$ cat src/shared/bias_sel_defs.svh
`ifndef BIAS_SEL_DEFS_SVH
`define BIAS_SEL_DEFS_SVH
// ------------------------------------------------------------
// constants for the bias output selection block
// ------------------------------------------------------------
`define NUM_OUT 4
`define NUM_DAC 8
`define DAC_CODE_W 13
`define PAGE_W 8
`define REG_ADDR_W 8
// reset values
`define RST_CLAMP_SEL 4'h0
`define RST_DRIVE_EN 8'h00
`define RST_POWER_EN 8'h00
`define RST_DRV_SRC 4'h1
`define RST_PAGE 8'h00
`define RST_CODE 13'h0000
// page on which the bias channel code buffers live
`define CODE_PAGE 8'h01
// drive-enable source select bit positions
`define SRC_SW 0
`define SRC_PIN0 1
`define SRC_PIN1 2
`define SRC_FLEX 3
`endif

$ cat src/shared/bias_sel_pkg.sv
package bias_sel_pkg;
  // ------------------------------------------------------------
  // types
  // ------------------------------------------------------------
  // what a switched output carries
  typedef enum logic [1:0] {
    SRC_RAIL = 2'h0,
    SRC_ODD = 2'h1,
    SRC_EVEN = 2'h2
  } out_src_t;
  // register write request from the host-side serial front end
  typedef struct packed {
    logic valid;
    logic [7:0] page;
    logic [7:0] addr;
    logic [12:0] data;
  } reg_wr_t;
  // one entry per switched output
  typedef struct packed {
    out_src_t src;
  } out_route_t;
  // drive-enable source selection
  typedef enum logic [3:0] {
    DRV_SW = 4'h1,
    DRV_PIN0 = 4'h2,
    DRV_PIN1 = 4'h4,
    DRV_FLEX = 4'h8
  } drv_src_t;
endpackage

$ cat src/rtl/pin_sync.sv
`timescale 1ns/100ps
// ------------------------------------------------------------
// two-stage synchroniser for a bus of pin levels
// ------------------------------------------------------------
module pin_sync #(
  parameter int WIDTH = 3
) (
  // clock and reset
  input wire logic sysClk,
  input wire logic rstn,
  // levels
  input wire logic [WIDTH-1:0] asyncIn,
  output logic [WIDTH-1:0] syncOut
);
  logic [WIDTH-1:0] meta; // first stage, read only by syncOut

  // first stage feeds only the second stage
  always_ff @(posedge sysClk or negedge rstn) begin
    if (!rstn) begin
      meta <= '0;
      syncOut <= '0;
    end else begin
      meta <= asyncIn;
      syncOut <= meta;
    end
  end
endmodule

$ cat src/rtl/bias_output_select_logic.sv
`timescale 1ns/100ps
`include "bias_sel_defs.svh"
// Operation
// after reset outputs sit on negative rail
// clamp bit 0 rail, 1 odd DAC
// even drive enable overrides clamp path
// even channel powers on with power enable
// odd channel needs power and drive enable
// reset selects software drive-enable source
// software may pick one hardware source
// each channel has writable code buffer
// registers paged; host sets page first
// selection combinational, drive enable has priority; code registers the routed outputs on sys_clk
module bias_output_select_logic
  import bias_sel_pkg::*;
#(
  parameter int CODE_W = `DAC_CODE_W
) (
  // clock and reset
  input wire logic sys_clk,
  input wire logic rstn,
  // software control bits (same clock domain)
  input wire logic [3:0] output_clamp_select,
  input wire logic [7:0] dac_drive_enable_bit,
  input wire logic [7:0] dac_power_enable,
  input wire logic [3:0] driveSourceSelect,
  // host register writes, already decoded from serial
  input wire reg_wr_t regWrite,
  // hardware pins, asynchronous
  input wire logic drive_enable_pin_zero,
  input wire logic drive_enable_pin_one,
  input wire logic flexible_io_pin,
  // output routing, one entry per switched output
  output out_route_t switched_output_a_first,
  output out_route_t switched_output_a_second,
  output out_route_t switched_output_b_first,
  output out_route_t switched_output_b_second,
  // per-channel power state and effective drive enables
  output logic [7:0] dacPowered,
  output logic [7:0] effDriveEnable,
  // code buffers, channel index a0..a3 then b0..b3
  output logic [`NUM_DAC*CODE_W-1:0] dac_code_buffer,
  // current page
  output logic [7:0] currentPage
);
  // ------------------------------------------------------------
  // pin synchronisation
  // ------------------------------------------------------------
  logic [2:0] pinSync; // {flex, pin1, pin0} after two flops

  pin_sync #(.WIDTH(3)) pin_sync_i (
    .sysClk(sys_clk),
    .rstn(rstn),
    .asyncIn({flexible_io_pin, drive_enable_pin_one,
      drive_enable_pin_zero}),
    .syncOut(pinSync)
  );

  // ------------------------------------------------------------
  // drive-enable source selection
  // ------------------------------------------------------------
  drv_src_t drvSrc; // registered source choice
  drv_src_t next_drvSrc;
  logic hwLevel; // selected hardware pin level
  logic [7:0] next_eff;

  // only a one-hot request is accepted; anything else keeps the
  // old choice so a half-written selection cannot glitch drives
  always_comb begin
    case (driveSourceSelect)
      4'h1: next_drvSrc = DRV_SW;
      4'h2: next_drvSrc = DRV_PIN0;
      4'h4: next_drvSrc = DRV_PIN1;
      4'h8: next_drvSrc = DRV_FLEX;
      default: next_drvSrc = drvSrc;
    endcase
  end

  // hardware level picked by the chosen source
  assign hwLevel = (drvSrc == DRV_PIN0) ? pinSync[0] :
    (drvSrc == DRV_PIN1) ? pinSync[1] :
    (drvSrc == DRV_FLEX) ? pinSync[2] : 1'b0;

  // a hardware source gates every channel's software bit
  assign next_eff = (drvSrc == DRV_SW) ? dac_drive_enable_bit :
    (dac_drive_enable_bit & {8{hwLevel}});

  // source register, software after reset
  always_ff @(posedge sys_clk or negedge rstn) begin
    if (!rstn) begin
      drvSrc <= drv_src_t'(`RST_DRV_SRC);
    end else begin
      drvSrc <= next_drvSrc;
    end
  end

  // ------------------------------------------------------------
  // output routing
  // ------------------------------------------------------------
  // pick source for output k from its even/odd channel pair
  function automatic out_src_t route(input logic clampBit,
    input logic evenDrive);
    if (evenDrive) begin
      route = SRC_EVEN;
    end else if (clampBit) begin
      route = SRC_ODD;
    end else begin
      route = SRC_RAIL;
    end
  endfunction

  // even channels are 0 and 2 in each group of four
  out_src_t next_route [4];
  assign next_route[0] = route(output_clamp_select[0], next_eff[0]);
  assign next_route[1] = route(output_clamp_select[1], next_eff[2]);
  assign next_route[2] = route(output_clamp_select[2], next_eff[4]);
  assign next_route[3] = route(output_clamp_select[3], next_eff[6]);

  // power qualification: odd channels need their drive enable
  logic [7:0] next_power;
  assign next_power = dac_power_enable &
    (next_eff | 8'h55);

  // outputs are flopped from a single combinational decision, so no
  // partial state is ever held between the two selection stages
  always_ff @(posedge sys_clk or negedge rstn) begin
    if (!rstn) begin
      switched_output_a_first <= '{src: SRC_RAIL};
      switched_output_a_second <= '{src: SRC_RAIL};
      switched_output_b_first <= '{src: SRC_RAIL};
      switched_output_b_second <= '{src: SRC_RAIL};
      dacPowered <= `RST_POWER_EN;
      effDriveEnable <= `RST_DRIVE_EN;
    end else begin
      switched_output_a_first <= '{src: next_route[0]};
      switched_output_a_second <= '{src: next_route[1]};
      switched_output_b_first <= '{src: next_route[2]};
      switched_output_b_second <= '{src: next_route[3]};
      dacPowered <= next_power;
      effDriveEnable <= next_eff;
    end
  end

  // ------------------------------------------------------------
  // paged code buffers
  // ------------------------------------------------------------
  logic [CODE_W-1:0] codeMem [`NUM_DAC]; // one word per channel
  logic pageWrite; // write hits the page register
  logic codeWrite; // write hits a code buffer on current page

  // page register answers on every page at address 0xFF
  assign pageWrite = regWrite.valid && (regWrite.addr == 8'hFF);
  // a buffer write only lands if the host set the page first
  assign codeWrite = regWrite.valid && !pageWrite &&
    (currentPage == `CODE_PAGE) && (regWrite.addr < 8'h08);

  // page register
  always_ff @(posedge sys_clk or negedge rstn) begin
    if (!rstn) begin
      currentPage <= `RST_PAGE;
    end else if (pageWrite) begin
      currentPage <= regWrite.data[7:0];
    end
  end

  // channel code buffers
  always_ff @(posedge sys_clk or negedge rstn) begin
    if (!rstn) begin
      for (int i = 0; i < `NUM_DAC; i++) begin
        codeMem[i] <= CODE_W'(`RST_CODE);
      end
    end else if (codeWrite) begin
      codeMem[regWrite.addr[2:0]] <= regWrite.data[CODE_W-1:0];
    end
  end

  // buffers out as a flat vector, straight from flops
  always_comb begin
    for (int i = 0; i < `NUM_DAC; i++) begin
      dac_code_buffer[i*CODE_W +: CODE_W] = codeMem[i];
    end
  end
endmodule

$ cat config.mk
export PLATFORM = sky130hd
export DESIGN_NAME = bias_output_select_logic
export DESIGN_NICKNAME = d
export VERILOG_FILES = /design/src/shared/bias_sel_pkg.sv /design/src/rtl/pin_sync.sv /design/src/rtl/bias_output_select_logic.sv
export VERILOG_INCLUDE_DIRS = /design/src /design/src/shared
export SDC_FILE = /design/constraint.sdc
export NUM_CORES = 1
export LEC_CHECK = 0
export ABC_CLOCK_PERIOD_IN_PS = 5400
export BUFFER_PORTS_ARGS = -buffer_cell sky130_fd_sc_hd__clkbuf_2
export CORE_MARGIN = 3
export CORE_UTILIZATION = 50
export CTS_BUF_LIST = sky130_fd_sc_hd__clkbuf_4
export CTS_CLUSTER_DIAMETER = 120
export CTS_CLUSTER_SIZE = 16
export DETAILED_ROUTE_END_ITERATION = 10
export GPL_ROUTABILITY_DRIVEN = 1
export PLACE_DENSITY = 0.81
export SYNTH_ARGS = -nofsm -noshare
export SYNTH_HDL_FRONTEND = slang
export SYNTH_SLANG_ARGS = --single-unit
$ cat constraint.sdc
create_clock -name sys_clk -period 5.4 [get_ports sys_clk]
set_input_delay 0 -clock sys_clk [delete_from_list [all_inputs] [get_ports sys_clk]]
set_output_delay 0 -clock sys_clk [all_outputs]
set_load 0.01 [all_outputs]
======== After elaboration in Yosys (flattened, before gate mapping) ========
Index checks and enable logic that the tools add are counted.
operators by class
  $lt $le $gt $ge ......................... 3
  muxes and demuxes ....................... 16
  eq/ne operators ......................... 10
  reductions and logical operators ........ 7
  bitwise gates (word level) .............. 3
operators by type and width
  cell                                                      number
  bitwise mux 104 bit                                       1
  demux 13 bit (select 3 bit)                               1
  AND 8 bit                                                 2
  case mux 4 bit (4 select lines)                           1
  2-to-1 mux 13 bit                                         1
  == test 4 x 1 -> 1 bit, second input constant             2
  == test 4 x 2 -> 1 bit, second input constant             2
  == test 4 x 3 -> 1 bit, second input constant             2
  == test 4 bit, second input constant                      2
  == test 8 x 1 -> 1 bit, second input constant             1
  == test 8 bit, second input constant                      1
  < comparator 8 x 4 -> 1 bit, second input constant        1
  2-to-1 mux 2 bit                                          4
  2-to-1 mux 8 bit                                          1
  2-to-1 mux 1 bit                                          7
  logical AND 1 bit                                         5
  greater-or-equal comparator 4 bit, second input constant  1
  < comparator 4 x 1 -> 1 bit, second input constant        1
  inverter 3 -> 4 bit                                       1
  nonzero test 4 bit                                        1
  zero test 1 bit                                           1
storage, ports and cells
  logic and storage cells ................. 57
  flip-flop bits (word level) ............. 146
  output and inout bits ................... 136

======== Longest topological paths before layout ========
  depth after elaboration ................. 7
  gate-level depth with buffers ........... 5

======== Modules after synthesis ========
Synthesis repeated with hierarchy kept, for this count alone.
second synthesis, totals
  cells, all modules ...................... 334
  area, all modules ....................... 5444.0 um^2
modules (own cells, without submodules)
  module                    cells an instance  seq. area each (um^2)  times used  area an instance (um^2)
  bias_output_select_logic  328                3404.5                 1           5293.8
  pin_sync                  6                  150.1                  1           150.1

======== Least setup slack after synthesis ========
Ideal clock, no wire load.
  path type ............................... flip-flop to flip-flop
  start ................................... register currentPage[5]
  end ..................................... register codeMem (netlist bit dac_code_buffer[54])
  buffers on the path ..................... 1
  library setup time ...................... 0.125 ns
  setup slack ............................. 3.406 ns
  data arrival time ....................... 1.869 ns
  cell stages (with the launch flop) ...... 6
  period minus slack after synthesis ...... 1.994 ns
  data required time ...................... 5.275 ns
  path through ............................ dfrtp_1 nor4_4 nand4_4 nor4b_4 buf_6 mux2_4
on the way
  longest elaborated chain between the ends .. 3
ends and longest elaborated chain
  element                           line                             RTL
  from (decl)                       bias_output_select_logic.sv:44   output logic [7:0] currentPage
  from (signal assigned)            bias_output_select_logic.sv:160  currentPage <= `RST_PAGE;
  from (signal assigned)            bias_output_select_logic.sv:162  currentPage <= regWrite.data[7:0];
  == test 8 x 1 -> 1 bit (no line)  --
  logical AND 1 bit (2 in series)   bias_output_select_logic.sv:154  assign codeWrite = regWrite.valid && !pageWrite &&
  to (signal, indexed assignment)   bias_output_select_logic.sv:170  codeMem[i] <= CODE_W'(`RST_CODE);
  to (signal, indexed assignment)   bias_output_select_logic.sv:173  codeMem[regWrite.addr[2:0]] <= regWrite.data[CODE_W-1:0];
  to (decl)                         bias_output_select_logic.sv:147  logic [CODE_W-1:0] codeMem [`NUM_DAC];
Every way passes these cells.
A chain may end at the register's enable or synchronous reset.

======== Worst setup path after layout ========
  start ................................... register currentPage[5]
  end ..................................... register codeMem (netlist bit dac_code_buffer[0])
Same word-level chain as after synthesis.

==> summary.json <==
{
  "final_layout_size_suffix_gt1_share_pct": 57.6,
  "finish.net_count": 629,
  "status": "finished clean",
  "r2r-end": "dac_code_buffer[0]$_DFFE_PN0P_",
  "m1WireLength_um": 5310,
  "timing.reg2reg.setup_slack_ns": 2.86,
  "gate_count_of_the_mapped_netlist": 332,
  "cp-end-kind": "flop",
  "final-hold-violation-count": 0,
  "area.growth.synth_to_final_pct": 32.7,
  "drt_iter0_drc": 139,
  "antenna_violations_before_repair": 0,
  "fp.dieArea_sq_um": 12300,
  "route.detailed.vias_per_inst": 5.21,
  "maxSlewHeadroom_pct": 15.8,
  "number_of_global_route_vias_before_repair": 3980,
  "finalWirelength_um": 13500,
  "avgRoutedWirePerCell_um": 18.8,
  "dr_wl_met2_um": 7180,
  "rsz_0062_raised_after_global_routing": "false",
  "yosys.cell_count.top_type": "sky130_fd_sc_hd__dfrtp_1",
  "hpwlAfterDp_um": 8940,
  "drt.antenna.violating_nets": 0,
  "globalplace.congestion": 0.796,
  "timing_worst_slew_pin_value_ns": 1.25,
  "crit_fanout": 13,
  "drt_first_pass_iters": 4,
  "cts_buffers": 17,
  "total_leakage_power_nw": 4.01,
  "final.period_utilization_pct": 47.0,
  "postSynthRegisterBits": 142,
  "floorplan.initialDensity_pct": 52.1,
  "clock-root-buffer": "sky130_fd_sc_hd__clkbuf_4",
  "critPathKind": "reg -> reg",
  "worst_setup_hold_path_clk_slew_ns": 0.12,
  "tns_ns": 0,
  "ys_dominant_reg_cell": "sky130_fd_sc_hd__dfrtp_1",
  "port-buffer-count": 186,
  "synth_fp_nets": 391,
  "final_period_minus_worst_setup_slack_ns": 2.54,
  "setup_viol_count_final": 0,
  "cts_setup_buffers": 0,
  "fraction_of_the_yosys_area_taken_by_sequential_cells_pct": 64.9,
  "clk-insertion-delay-late_ns": 0.52,
  "cts-root-to-sink-buffers": 2,
  "report.final.slew_viol_count": 0,
  "tritoncts_num_sinks": 142,
  "crit_path_top_delay_cell": "sky130_fd_sc_hd__nor4_4",
  "yosys-top-cells-count": "sky130_fd_sc_hd__dfrtp_1, sky130_fd_sc_hd__mux2_2, sky130_fd_sc_hd__mux2_1",
  "row_count": 37,
  "netlist_area_sq_um": 5480,
  "detailroute.via_count": 3743,
  "hold_path.class": "in -> async",
  "synth-async-reset-ratio_pct": 100,
  "drt_drc_violations_left": 0,
  "critical_path.most_common_cell": "sky130_fd_sc_hd__nor4_4",
  "power.density_cell_area_nw_per_um2": 272,
  "worst_clock_skew_ns": 0.0159,
  "synth.distinct_cells": 35,
  "crit_path_cell_trace": "nor4_4 -> nand4_4 -> nor4_4 -> mux2_2",
  "avgSynthCellArea_sq_um": 16.5,
  "maxUsedRoutingLayer": "met4",
  "fillCellCount": 746,
  "power.ir.vdd_worst_v": 0.000150,
  "cts_resized": 0,
  "ios": 195,
  "synth_area_leaders": "sky130_fd_sc_hd__dfrtp_1, sky130_fd_sc_hd__mux2_2, sky130_fd_sc_hd__mux2_4, sky130_fd_sc_hd__mux2_1, sky130_fd_sc_hd__nor4_4",
  "cp_data_required_time_ns": 5.80,
  "p_total_mw": 1.98,
  "crit_arrival_ns": 2.94,
  "start_kind": "flop",
  "edff_count_synth": 0,
  "grt.total_usage_pct": 22.6,
  "cts_max_level": 4,
  "design.core.area_sq_um": 10500,
  "yosysWarnings": 0,
  "cpPeakStageDelay_ns": 0.98,
  "largest_net_degree_at_the_start_of_global_routing": 74,
  "globalRoute.totalOverflow": 0,
  "die_h_um": 111,
  "wl_met3_um": 668,
  "synth_top_cell_area_share_pct": 64.4,
  "critical_path.reg2reg.startpoint": "currentPage[5]$_DFFE_PN0P_",
  "max_freq_mhz": 394,
  "cts_tree": "done",
  "reg2reg_depth": 4,
  "timing.max_cap.violations": 0,
  "grt_first_pass_wirelength_um": 21500,
  "yosys.area.top_type": "sky130_fd_sc_hd__dfrtp_1",
  "fp.dieW_um": 111
}
==> state kept, by name, summed over array words and instances, names as in the netlist <==
signal and flops:
drvSrc 4, switched_output_a_first 1, dacPowered 8, pin_sync_i.meta 3
switched_output_b_second 1, effDriveEnable 8, dac_code_buffer 104, pin_sync_i.syncOut 3
currentPage 8, switched_output_b_first 1, switched_output_a_second 1
==> cells in the final DEF (no fill, tap or decap), drive strengths merged, types with 3 or more instances in the layout <==
| master | instances |
|---|---|
| buf | 5 |
| nor4 | 3 |
| clkbuf | 202 |
| bufinv | 3 |
| dfrtp | 141 |
| nand4 | 3 |
| a211oi | 3 |
| clkinv | 8 |
| mux2 | 112 |
| and2 | 8 |
| and3 | 4 |
| nor3 | 6 |
| o21ai | 5 |
| a21boi | 6 |
| dlygate4sd3 | 46 |
| nand2 | 3 |
==> kinds of logic after synthesis <==
logic type	count (synthesis)	synth area share (%)
multiplexers	113	23.9
AO/OA/AOI/OAI	19	2.42
AND/OR/NAND/NOR	40	6.76
flip-flops	142	64.9
buffers and inverters	17	1.89
adder cells (fa/ha/maj)	1	0.183
==> what timing repair did <==
item	4_1_cts	5_1_grt
endpoints found under the hold margin	211	0
hold buffers	46	0
endpoints found under the setup margin	0	0
==> final cells by class <==
class / count / area [sq um] / area share (%)
diodes: 1 / 2.50 / 0.0344
multi-input cells: 173 / 1820 / 25.0
clock buffers: 17 / 128 / 1.75
clock inverters: 14 / 169 / 2.32
well taps: 136 / 170 / 2.34
repair buffers: 236 / 1430 / 19.6
flip-flops and latches: 142 / 3550 / 48.9
==> report_power, final <==
part           switching, mW  internal (mW)  total (mW)
registers             0.0155           1.09        1.11
clock network          0.377          0.320       0.697
logic                 0.0956         0.0822       0.178
==> stage by stage <==
stage | hold WS (ns) | instance area (sq um) | instances | setup WS [ns] | util [%]
6_report | 0.0518 | 7270 | 719 | 2.86 | 69.2
3_5_place_dp | 0.0484 | 6510 | 641 | 2.89 | 62.0
3_3_place_gp | 0.0370 | 6510 | 641 | 2.96 | 62.0
2_1_floorplan | -0.296 | 5480 | 332 | 3.41 | -
4_1_cts | 0.00309 | 7270 | 718 | 2.86 | 69.2
5_1_grt | 0.0330 | 7270 | 718 | 2.72 | 69.2
==> worst max-delay path, delay by kind of cell, from the launching register on <==
family	cells	cell delay [ns]
AND/OR/NAND/NOR	3	1.55
multiplexers	1	0.44
flip-flops	1	0.43
==> worst max-delay path by stage <==
stage	end	depth (start not counted)	start	slack, ns
floorplan	dac_code_buffer[54]$_DFFE_PN0P_	5	currentPage[5]$_DFFE_PN0P_	3.41
global placement	dac_code_buffer[53]$_DFFE_PN0P_	5	currentPage[5]$_DFFE_PN0P_	2.96
detailed placement	dac_code_buffer[0]$_DFFE_PN0P_	4	currentPage[5]$_DFFE_PN0P_	2.89
CTS	dac_code_buffer[0]$_DFFE_PN0P_	4	currentPage[5]$_DFFE_PN0P_	2.86
global route	dac_code_buffer[0]$_DFFE_PN0P_	4	currentPage[5]$_DFFE_PN0P_	2.72
finish	dac_code_buffer[0]$_DFFE_PN0P_	4	currentPage[5]$_DFFE_PN0P_	2.86
==> layer usage <==
layer / track usage (%) / vias up
met3: 5.90 / 25
li1: - / 1679
met4: 9.85 / 0
met2: 39.2 / 119
met5: 0 / -
met1: 26.4 / 1920
Note: power is estimated with default switching activity, not from simulation.
